`src/bringup_pkg.sv`:
```
// Package for the link bring-up register bank: offsets, reset values,
// field positions, timing constants and the configuration carriers.
// Assumes 12-bit byte offsets and 8-bit register data on the control port.
package bringup_pkg;

   localparam int ADDR_W = 12;
   localparam int DATA_W = 8;

   // Register offsets
   localparam logic [11:0] OFF_SYNC_CTRL = 12'h03A;
   localparam logic [11:0] OFF_SYNC_STAT = 12'h03B;
   localparam logic [11:0] OFF_CDR_RESET = 12'h206;
   localparam logic [11:0] OFF_REC_CLOCK = 12'h230;
   localparam logic [11:0] OFF_EQUALIZER = 12'h268;
   localparam logic [11:0] OFF_PLL_ENABLE = 12'h280;
   localparam logic [11:0] OFF_PLL_LOCK = 12'h281;
   localparam logic [11:0] OFF_PLL_DIVIDER = 12'h289;
   localparam logic [11:0] OFF_LINK_CTRL = 12'h300;
   localparam logic [11:0] OFF_SUBCLASS = 12'h301;
   localparam logic [11:0] OFF_LINK_STAT = 12'h302;
   localparam logic [11:0] OFF_DELAY_LO = 12'h304;
   localparam logic [11:0] OFF_DELAY_HI = 12'h305;
   localparam logic [11:0] OFF_VAR_LO = 12'h306;
   localparam logic [11:0] OFF_VAR_HI = 12'h307;
   localparam logic [11:0] OFF_XBAR0 = 12'h308;
   localparam logic [11:0] OFF_LANE_INV = 12'h334;

   // Every read/write byte of the bank, in storage order
   localparam int NUM_RW = 39;
   localparam logic [11:0] RW_OFFS [NUM_RW] = '{
      OFF_SYNC_CTRL, OFF_CDR_RESET, OFF_REC_CLOCK, OFF_EQUALIZER, OFF_PLL_ENABLE,
      12'h284, 12'h285, 12'h286, 12'h287, OFF_PLL_DIVIDER, 12'h28A, 12'h28B,
      12'h290, 12'h294, 12'h296, 12'h297, 12'h299, 12'h29A, 12'h29C, 12'h29F,
      12'h2A0, 12'h2A7, 12'h2AA, 12'h2AB, 12'h2AE, 12'h2B1, 12'h2B2,
      OFF_LINK_CTRL, OFF_SUBCLASS, OFF_DELAY_LO, OFF_DELAY_HI, OFF_VAR_LO,
      OFF_VAR_HI, OFF_XBAR0, 12'h309, 12'h30A, 12'h30B, 12'h314, OFF_LANE_INV};

   // Reset values; crossbar starts as identity, equalizer byte at 0x22
   localparam logic [7:0] RST_EQUALIZER = 8'h22;
   localparam logic [7:0] RST_XBAR [4] = '{8'h10, 8'h32, 8'h54, 8'h76};

   // Field positions
   localparam int SYNC_EN_BIT = 7;
   localparam int SYNC_ARM_BIT = 6;
   localparam logic [3:0] SYNC_MODE_ONESHOT = 4'h1;
   localparam int SYNC_LOCK_BIT = 3;
   localparam int SYNC_WAIT_BIT = 0;
   localparam int REC_HALF_BIT = 5;
   localparam int REC_OVS_BIT = 1;
   localparam int DIV_CFG_BIT = 2;
   localparam int LINK_SUM_BIT = 6;
   localparam int LINK_TWO_BIT = 3;
   localparam int LINK_STSEL_BIT = 2;

   // Timing
   localparam int CLK_PERIOD_NS = 50;
   localparam int PLL_LOCK_TIME_NS = 1000;
   localparam int PLL_LOCK_CYCLES = (PLL_LOCK_TIME_NS + CLK_PERIOD_NS - 1) / CLK_PERIOD_NS;

   typedef struct packed {
      logic cdr_run;
      logic half_rate;
      logic recovery_oversample;
      logic [1:0] rx_pll_divider_sel;
      logic pll_enable;
      logic [1:0] equalizer_select;
   } phy_cfg_s;

   typedef struct packed {
      logic [7:0] subclass;
      logic [15:0] frame_clock_delay;
      logic [15:0] frame_clock_variance;
      logic sum_check_sel;
      logic two_link_sel;
      logic [1:0] link_enable_field;
   } link_cfg_s;

   // Storage slot of a read/write offset, -1 when unmapped
   function automatic int idx_of(logic [11:0] a);
      int r;
      r = -1;
      for (int i = 0; i < NUM_RW; i++) begin
         if (RW_OFFS[i] == a) begin
            r = i;
         end
      end
      return r;
   endfunction : idx_of

endpackage : bringup_pkg

```
`src/serdes_link_bringup_config.sv`:
```
// Link bring-up register bank: physical and data link layer settings,
// receive PLL lock model, one-shot frame clock sync machine, lane crossbar
// and polarity inversion.
// Assumes register accesses and lane words arrive on mclk_i; only the
// alignment pulse pin is asynchronous and is synchronised here.
`timescale 1ns/1ps
`default_nettype none

module serdes_link_bringup_config
   import bringup_pkg::*;
#(
   parameter int LANES = 8,
   parameter int LANE_W = 16
) (
   input wire logic mclk_i,
   input wire logic reset_i,
   input wire logic [bringup_pkg::ADDR_W-1:0] reg_addr_i,
   input wire logic reg_wr_i,
   input wire logic reg_rd_i,
   input wire logic [bringup_pkg::DATA_W-1:0] reg_wdata_i,
   output logic [bringup_pkg::DATA_W-1:0] reg_rdata_o,
   output logic reg_rvalid_o,
   input wire logic sysref_i,
   input wire logic [7:0] link0_status_i,
   input wire logic [7:0] link1_status_i,
   input wire logic [LANES*LANE_W-1:0] phys_lane_i,
   output logic [LANES*LANE_W-1:0] logical_lane_o,
   output bringup_pkg::phy_cfg_s phy_cfg_o,
   output bringup_pkg::link_cfg_s link_cfg_o,
   output logic [1:0] link_active_o,
   output logic sync_locked_o
);
   import bringup_pkg::*;

   localparam int I_SYNC = idx_of(OFF_SYNC_CTRL);
   localparam int I_CDR = idx_of(OFF_CDR_RESET);
   localparam int I_REC = idx_of(OFF_REC_CLOCK);
   localparam int I_EQ = idx_of(OFF_EQUALIZER);
   localparam int I_PLLEN = idx_of(OFF_PLL_ENABLE);
   localparam int I_DIV = idx_of(OFF_PLL_DIVIDER);
   localparam int I_LINK = idx_of(OFF_LINK_CTRL);
   localparam int I_SUB = idx_of(OFF_SUBCLASS);
   localparam int I_DLO = idx_of(OFF_DELAY_LO);
   localparam int I_DHI = idx_of(OFF_DELAY_HI);
   localparam int I_VLO = idx_of(OFF_VAR_LO);
   localparam int I_VHI = idx_of(OFF_VAR_HI);
   localparam int I_XB0 = idx_of(OFF_XBAR0);
   localparam int I_INV = idx_of(OFF_LANE_INV);
   localparam int LOCK_W = $clog2(PLL_LOCK_CYCLES + 1);
   localparam logic [LOCK_W-1:0] LOCK_LAST = LOCK_W'(PLL_LOCK_CYCLES);

   typedef enum logic [1:0] {
      SYNC_IDLE = 2'b00,
      SYNC_ARMED = 2'b01,
      SYNC_DONE = 2'b11
   } sync_state_e;

   logic [7:0] cfg_r [NUM_RW];
   logic [LOCK_W-1:0] lock_cnt_r;
   logic pll_locked_r;
   logic sysref_meta_r;
   logic sysref_sync_r;
   logic sysref_prev_r;
   logic sysref_edge;
   logic sync_enabled;
   logic arm_write;
   sync_state_e sync_state_r;
   sync_state_e sync_nxt;
   logic sync_lock_r;
   logic [7:0] rd_nxt;

   // Register storage, one slot per read/write byte
   for (genvar g = 0; g < NUM_RW; g++) begin : g_cfg
      localparam logic [7:0] RST_V = (g == I_EQ) ? RST_EQUALIZER :
         (g >= I_XB0 && g < I_XB0 + 4) ? RST_XBAR[(g - I_XB0) & 3] : 8'h00;
      always_ff @(posedge mclk_i or posedge reset_i) begin
         if (reset_i) begin
            cfg_r[g] <= RST_V;
         end else if (reg_wr_i && reg_addr_i == RW_OFFS[g]) begin
            cfg_r[g] <= reg_wdata_i;
         end else if (g == I_SYNC && sync_state_r == SYNC_ARMED && sysref_edge) begin
            // One-shot: the arm bit drops once the edge has been taken
            cfg_r[g][SYNC_ARM_BIT] <= 1'b0;
         end
      end
   end

   // PLL lock model: counts a fixed settle time after the enable is set
   always_ff @(posedge mclk_i or posedge reset_i) begin
      if (reset_i) begin
         lock_cnt_r <= '0;
         pll_locked_r <= 1'b0;
      end else if (!cfg_r[I_PLLEN][0]) begin
         lock_cnt_r <= '0;
         pll_locked_r <= 1'b0;
      end else if (lock_cnt_r != LOCK_LAST) begin
         lock_cnt_r <= lock_cnt_r + 1'b1;
      end else begin
         pll_locked_r <= 1'b1;
      end
   end

   // Alignment pulse: two flops, then the edge detector reads the second
   always_ff @(posedge mclk_i or posedge reset_i) begin
      if (reset_i) begin
         sysref_meta_r <= 1'b0;
         sysref_sync_r <= 1'b0;
         sysref_prev_r <= 1'b0;
      end else begin
         sysref_meta_r <= sysref_i;
         sysref_sync_r <= sysref_meta_r;
         sysref_prev_r <= sysref_sync_r;
      end
   end

   assign sysref_edge = sysref_sync_r && !sysref_prev_r;
   assign sync_enabled = cfg_r[I_SYNC][SYNC_EN_BIT] &&
      cfg_r[I_SYNC][3:0] == SYNC_MODE_ONESHOT;
   assign arm_write = reg_wr_i && reg_addr_i == OFF_SYNC_CTRL &&
      reg_wdata_i[SYNC_ARM_BIT] && reg_wdata_i[SYNC_EN_BIT];

   // Sync machine next state; a fresh arm restarts the search
   always_comb begin
      sync_nxt = sync_state_r;
      case (sync_state_r)
         SYNC_IDLE: begin
            if (sync_enabled && cfg_r[I_SYNC][SYNC_ARM_BIT]) begin
               sync_nxt = SYNC_ARMED;
            end
         end
         SYNC_ARMED: begin
            if (!sync_enabled) begin
               sync_nxt = SYNC_IDLE;
            end else if (sysref_edge) begin
               sync_nxt = SYNC_DONE;
            end
         end
         SYNC_DONE: begin
            if (!sync_enabled || arm_write) begin
               sync_nxt = SYNC_IDLE;
            end
         end
         default: sync_nxt = SYNC_IDLE;
      endcase
   end

   always_ff @(posedge mclk_i or posedge reset_i) begin
      if (reset_i) begin
         sync_state_r <= SYNC_IDLE;
      end else begin
         sync_state_r <= sync_nxt;
      end
   end

   // Sticky lock flag: in SYNC_ARMED, an edge in the same cycle as a re-arm still sets it
   always_ff @(posedge mclk_i or posedge reset_i) begin
      if (reset_i) begin
         sync_lock_r <= 1'b0;
      end else if (sync_state_r == SYNC_ARMED && sync_enabled && sysref_edge) begin
         sync_lock_r <= 1'b1;
      end else if (arm_write || !sync_enabled) begin
         sync_lock_r <= 1'b0;
      end
   end

   // Crossbar then polarity inversion, one slice per logical lane
   for (genvar x = 0; x < LANES; x++) begin : g_lane
      logic [2:0] sel;
      logic [LANE_W-1:0] picked;
      assign sel = (x % 2 == 0) ? cfg_r[I_XB0 + (x / 2) % 4][2:0]
                                : cfg_r[I_XB0 + (x / 2) % 4][6:4];
      assign picked = phys_lane_i[(32'(sel) % LANES) * LANE_W +: LANE_W];
      always_ff @(posedge mclk_i or posedge reset_i) begin
         if (reset_i) begin
            logical_lane_o[x*LANE_W +: LANE_W] <= '0;
         end else if (cfg_r[I_INV][x % 8]) begin
            logical_lane_o[x*LANE_W +: LANE_W] <= ~picked;
         end else begin
            logical_lane_o[x*LANE_W +: LANE_W] <= picked;
         end
      end
   end

   // Configuration fields driven straight from storage flops
   always_comb begin
      phy_cfg_o.cdr_run = cfg_r[I_CDR][0];
      phy_cfg_o.half_rate = cfg_r[I_REC][REC_HALF_BIT];
      phy_cfg_o.recovery_oversample = cfg_r[I_REC][REC_OVS_BIT];
      phy_cfg_o.rx_pll_divider_sel = cfg_r[I_DIV][1:0];
      phy_cfg_o.pll_enable = cfg_r[I_PLLEN][0];
      phy_cfg_o.equalizer_select = cfg_r[I_EQ][7:6];
      link_cfg_o.subclass = cfg_r[I_SUB];
      link_cfg_o.frame_clock_delay = {cfg_r[I_DHI], cfg_r[I_DLO]};
      link_cfg_o.frame_clock_variance = {cfg_r[I_VHI], cfg_r[I_VLO]};
      link_cfg_o.sum_check_sel = cfg_r[I_LINK][LINK_SUM_BIT];
      link_cfg_o.two_link_sel = cfg_r[I_LINK][LINK_TWO_BIT];
      link_cfg_o.link_enable_field = cfg_r[I_LINK][1:0];
   end

   // Link 1 can only run in two-link operation, whatever the field holds
   assign link_active_o = cfg_r[I_LINK][1:0] &
      (cfg_r[I_LINK][LINK_TWO_BIT] ? 2'b11 : 2'b01);
   assign sync_locked_o = sync_lock_r;

   // Readback mux; unmapped offsets return zero
   always_comb begin
      rd_nxt = 8'h00;
      for (int i = 0; i < NUM_RW; i++) begin
         if (reg_addr_i == RW_OFFS[i]) begin
            rd_nxt = cfg_r[i];
         end
      end
      if (reg_addr_i == OFF_PLL_LOCK) begin
         rd_nxt = {7'b000_0000, pll_locked_r};
      end else if (reg_addr_i == OFF_SYNC_STAT) begin
         rd_nxt = 8'h00;
         rd_nxt[SYNC_LOCK_BIT] = sync_lock_r;
         rd_nxt[SYNC_WAIT_BIT] = (sync_state_r == SYNC_ARMED);
      end else if (reg_addr_i == OFF_LINK_STAT) begin
         rd_nxt = cfg_r[I_LINK][LINK_STSEL_BIT] ? link1_status_i
                                                : link0_status_i;
      end
   end

   // Read data is registered; valid pulses one cycle after the strobe
   always_ff @(posedge mclk_i or posedge reset_i) begin
      if (reset_i) begin
         reg_rdata_o <= 8'h00;
         reg_rvalid_o <= 1'b0;
      end else begin
         reg_rvalid_o <= reg_rd_i;
         if (reg_rd_i) begin
            reg_rdata_o <= rd_nxt;
         end
      end
   end

endmodule : serdes_link_bringup_config

`default_nettype wire

```
`config.mk`:
```
export PLATFORM = sky130hd
export DESIGN_NAME = serdes_link_bringup_config
export DESIGN_NICKNAME = d
export VERILOG_FILES = /design/src/bringup_pkg.sv /design/src/serdes_link_bringup_config.sv
export SDC_FILE = /design/constraint.sdc
export NUM_CORES = 1
export LEC_CHECK = 0
export BUFFER_PORTS_ARGS = -buffer_cell sky130_fd_sc_hd__buf_2
export CAP_MARGIN = 0
export CORE_ASPECT_RATIO = 1.2
export CORE_MARGIN = 2
export CORE_UTILIZATION = 59
export CTS_BUF_LIST = sky130_fd_sc_hd__clkbuf_16
export DETAILED_ROUTE_END_ITERATION = 12
export GPL_ROUTABILITY_DRIVEN = 1
export PLACE_DENSITY = 0.86
export SETUP_SLACK_MARGIN = 0.2
export SLEW_MARGIN = 40
export SYNTH_ARGS = -nofsm -noshare
export SYNTH_HDL_FRONTEND = slang
export SYNTH_SLANG_ARGS = --single-unit
export TNS_END_PERCENT = 20
```
`constraint.sdc`:
```
create_clock -name mclk_i -period 19.27 [get_ports mclk_i]
set_input_delay 4.8175 -clock mclk_i [delete_from_list [all_inputs] [get_ports mclk_i]]
set_output_delay 4.8175 -clock mclk_i [all_outputs]
set_load 0.01 [all_outputs]
```
* Yosys cells after proc, flatten, opt, wreduce, memory -nomap -nowiden
Index checks and enable logic that the tools add are counted.
Operators by class: $add $sub $neg 1, eq/ne operators 51, shift operators 8, mux-type cells 65, bitwise logic cells 9, reductions and logical operators 54
Operators by type and width (count):
- $shiftx A128 B8 Y16 | 8
- $eq A12 B10 Y1 const B | 40
- $mux W8 | 43
- $mux W16 | 8
- $not A16 Y16 | 8
- $logic_and A1 B1 Y1 | 47
- $eq A12 B6 Y1 const B | 2
- $mux W2 | 5
- $mux W5 | 2
- $mux W1 | 6
- $ne A2 B2 Y1 const B | 3
- $pmux W2 S3 | 1
- $add A5 B1 Y5 const B | 1
- $ne A5 B5 Y1 const B | 1
- $eq A4 B1 Y1 const B | 1
- $reduce_bool A2 Y1 | 2
- $ne A3 B3 Y1 const B | 1
- $reduce_and A3 Y1 | 1
- $and A2 B2 Y2 | 1
- $eq A2 B1 Y1 const B | 1
- $eq A2 B2 Y1 const B | 1
- $logic_not A1 Y1 | 2
- $logic_not A2 Y1 | 1
- $ne A2 B1 Y1 const B | 1
- $logic_or A1 B1 Y1 | 1
Word-level totals: register bits after elaboration 461, bits of input ports 169, output and inout bits 192, word-level logic and storage cells 245

* Longest topological paths before layout
depth after elaboration 43, depth in mapped cells 11, gate-level depth less buffers 7

* Least setup slack after synthesis
No wires, ideal clock.
kind in2reg, start in reg_addr_i[3] in the netlist's numbering, end reg reg_rdata_o[6] in the netlist's numbering, arrival 6724 ps, required time 19193 ps, setup slack 12468 ps, stages on the path 9, cell sequence buf_2 or4b_1 buf_2 nor3_2 nand2_1 nand4_1 a211oi_1 or4_1 a21oi_1
Between the ends: cells in the longest elaborated chain, start to end 43, elaborated cells between the ends (all ways) 84, classes of those cells 42 x eq/ne; 42 x mux
RTL lines:
- from (decl) | RTL line serdes_link_bringup_config.sv:17 | input wire logic [bringup_pkg::ADDR_W-1:0] reg_addr_i,
- $eq A12 B6 Y1 | RTL line serdes_link_bringup_config.sv:209 | if (reg_addr_i == RW_OFFS[i]) begin
- $mux W8 (39 in a row) | RTL line serdes_link_bringup_config.sv:209
- $mux W8 | RTL line serdes_link_bringup_config.sv:219 | end else if (reg_addr_i == OFF_LINK_STAT) begin
- $mux W8 | RTL line serdes_link_bringup_config.sv:215 | end else if (reg_addr_i == OFF_SYNC_STAT) begin
- $mux W8 * | RTL line serdes_link_bringup_config.sv:213 | if (reg_addr_i == OFF_PLL_LOCK) begin
- to (signal assigned) | RTL line serdes_link_bringup_config.sv:233 | reg_rdata_o <= rd_nxt;
- to (decl) | RTL line serdes_link_bringup_config.sv:21 | output logic [bringup_pkg::DATA_W-1:0] reg_rdata_o,
Every way passes the cells marked *; elsewhere a longest branch is shown, timed or not. A chain may end at the register's enable or synchronous reset.

* Worst setup path after layout
start in reg_addr_i[0] in the netlist's numbering, end reg reg_rdata_o[2] in the netlist's numbering
Same word-level chain as after synthesis.

==> flow_summary.ini <==
[final_layout]
nNetsFinal = 2437
area_growth_pct = 12.9
fin_area_um2 = 31500
num-fill-cells = 3221
regArea_um2 = 11600
multi_input_area_um2 = 15200
utilization_pct = 67.3
drive_above_1_share_pct = 48.0

[routing]
routed_wl_mm = 101
avgRoutedWirePerCell_um = 34.4
drt-initial-drc-count = 2649
viasPerCell = 7.48
routed-via-count = 21990
antenna_left = 0
drtPass1Iterations = 5
drc_errors = 0

[timing]
max_freq_mhz = 136
setup_viol = 0
fin_ws_ns = 11.90
finClkSkew_ns = 0.0433
min_period_over_period_pct = 38.3
layout_min_cycle_time_ns = 7.37
finalSetupTns_ns = 0
worstMarginPinSlew_ns = 0.958
finalMaxSlewViolations = 0
rsz0062_at_grt = no
hold_violations = 0
relSlewSlack_pct = 36.2

[worst_setup_path]
worstPathArrival_ns = 7.83
slowest_stage = a222oi_1
critPathMostFrequentCell = a222oi_1
reg2reg_from = cfg_r[18]$_DFFE_PP1P_
worst_setup_path_start_kind = primary input
path_buf_inv = 2
path_class = in -> reg
worstSetupStartpoint = reg_addr_i[0]
cp_max_fo = 34
path_cells = buf_2, nor4bb_4, buf_4, a222oi_1, nand3_1, a222oi_1, nand4_1, nor2_1, o221ai_1
cp-end-kind = flip-flop
worstPathRequired_ns = 19.72
crit_family = compound AO/OA/AOI/OAI gates
slowest_delay_ns = 0.76

[logic_synthesis]
syn_nets = 2216
netlist_area_um2 = 27900
yosys_most_used_dff = dfrtp_1
synth_area_leaders = dfrtp_1 (40%), mux4_2 (21%), mux2_2 (13%)
synth-edff-count = 0
ys_ff_latch = 461
synth_common_cells = dfrtp_1 (447), mux2_2 (316), mux4_2 (256)
ys_types = 77
netlist_instances = 2045
ys_async_sr_fraction_pct = 100
yosysMostFrequentCell = dfrtp_1
synth_area_per_cell_um2 = 13.6
synth_top_area_share_pct = 40.1
yosysTopAreaCell = dfrtp_1
yosys_warnings = 0
ys_seq_area_share_pct = 41.4

[floorplanning]
core_area_um2 = 46800
die-area_um2 = 49000
io_pins = 361
die_x_um = 202
fp.dieH_um = 242
rows = 87
initial_core_util_pct = 59.6

[placement]
pre_cts_slack_ns = 11.43
port_buffers = 360
place_congestion = 1.01
place_area_um2 = 29900
hpwlAfterDp_mm = 67.6

[cts]
cts_resized = 0
clockBufferDepth = 3
post-cts-setup-buffer-count = 0
cts_tree = done
cts-buffers-inserted = 47
hold_buffers = 0
cts-root-buf = clkbuf_16
clkSinkCount = 461
htreeDepth = 2
worstSkewPairLatency_ns = 0.63
clkTransAtPathRegs_ns = 0.06

[pwr]
power_density_nw_per_um2 = 68.3
p_leak_nw = 13.2
fin_total_pwr_w = 0.00215
vdd_drop_max_v = 0.0000647

[min_path]
hp-class = reg -> reg
min_from = sysref_meta_r$_DFF_PP0_

[global_routing]
grt_max_degree = 111
grt_pass1_wl_mm = 147
grt_overflow_total = 0
grt_use_total_pct = 41.0
grt_antenna_before_repair = 7
grt_pass1_vias = 21883

[outcome]
status = complete, no violations

[flow_run]
maxCapViolations = 0
==> kinds of logic (layout without fill, tap and decap cells) <==
kind of cell,Yosys count,count (layout),synth area share [%]
AO/OA/AOI/OAI,241,241,6.34
XOR/XNOR,132,132,4.14
adder cells (fa/ha/maj),2,2,0.0897
buffers and inverters,255,510,4.30
flip-flops,461,461,41.4
multiplexers,705,705,38.2
other,0,16,0
AND/OR/NAND/NOR,249,249,5.51
==> through the flow <==
| stage | hold slack (ns) | instances |
|---|---|---|
| after floorplan | 0.331 | 2045 |
| after global placement | 0.338 | 2838 |
| after detailed placement | 0.350 | 2839 |
| after CTS | 0.360 | 2922 |
| after global routing | 0.360 | 2928 |
| final | 0.353 | 2939 |
==> cells in the final DEF, fill, tap and decap left out, types with 6 or more instances in the layout <==
| master | count |
|---|---|
| dfrtp_1 | 443 |
| buf_2 | 352 |
| mux2_2 | 316 |
| mux4_2 | 256 |
| mux2i_1 | 133 |
| xnor2_1 | 132 |
| nand2_1 | 76 |
| a22oi_1 | 55 |
| buf_4 | 53 |
| clkbuf_16 | 48 |
| a21oi_1 | 37 |
| inv_1 | 25 |
| nor2_1 | 24 |
| nand3_1 | 21 |
| o21ai_0 | 21 |
| a221oi_1 | 20 |
| a22o_1 | 19 |
| diode_2 | 16 |
| nand4_1 | 16 |
| a211oi_1 | 14 |
| o22ai_1 | 13 |
| and3_1 | 11 |
| nor3_1 | 11 |
| a222oi_1 | 11 |
| dfstp_2 | 11 |
| nor3_2 | 10 |
| nand2b_1 | 9 |
| o221ai_1 | 8 |
| clkinv_2 | 8 |
| nor4_1 | 7 |
| clkinv_1 | 7 |
| and2_1 | 6 |
| a31oi_1 | 6 |
| bufinv_16 | 6 |
==> area by class of cell <==
type	instances	share of cell area, %
inverters	17	0.226
clock inverters	35	1.05
flip-flops and latches	461	36.7
multi-input cells	1329	48.4
clock buffers	48	3.81
repair buffers	410	7.18
diodes	16	0.127
well taps	623	2.47
==> worst register-to-register path, cell delays in order (launching register included) <==
cell and delay (ns):
dfstp_2 0.64, a222oi_1 0.79, nand3_1 0.25, a222oi_1 0.50, nand4_1 0.15, nor2_1 0.19
o221ai_1 0.15
==> registers in the layout, indices dropped and copies added (netlist names) <==
register / flops
sysref_sync_r: 1
link_cfg_o: 44
pll_locked_r: 1
sysref_meta_r: 1
sysref_prev_r: 1
reg_rvalid_o: 1
sync_state_r: 2
logical_lane_o: 128
sync_locked_o: 1
cfg_r: 260
reg_rdata_o: 8
phy_cfg_o: 8
lock_cnt_r: 5
==> power by group <==
group	internal [W]	switching (W)	total, W	leakage (nW)
Sequential	0.000985	0.00000899	0.000994	6.08
Combinational	0.0000891	0.000130	0.000219	6.31
Clock	0.000532	0.000407	0.000938	0.787
==> final timing paths <==
kind | slack [ns] | end | cells past startpoint
min in group asynchronous | 4.16 | link_cfg_o[10]$_DFFE_PP0P_ | 2
max reg2reg | 16.44 | reg_rdata_o[2]$_DFFE_PP0P_ | 6
max in group asynchronous | 13.11 | cfg_r[183]$_DFFE_PP0P_ | 5
min reg2reg | 0.35 | sysref_sync_r$_DFF_PP0_ | 0
min | 0.35 | sysref_sync_r$_DFF_PP0_ | 0
max | 11.90 | reg_rdata_o[2]$_DFFE_PP0P_ | 9
==> routing by layer <==
layer	part of all wire [%]	vias to the layer above	track usage, %
met5	0	-	0
met4	8.5	0	27.6
met3	12	520	10.4
met2	46	1968	64.1
met1	33	11108	50.4
li1	-	8394	-
Note: power is estimated with default switching activity, not from simulation.
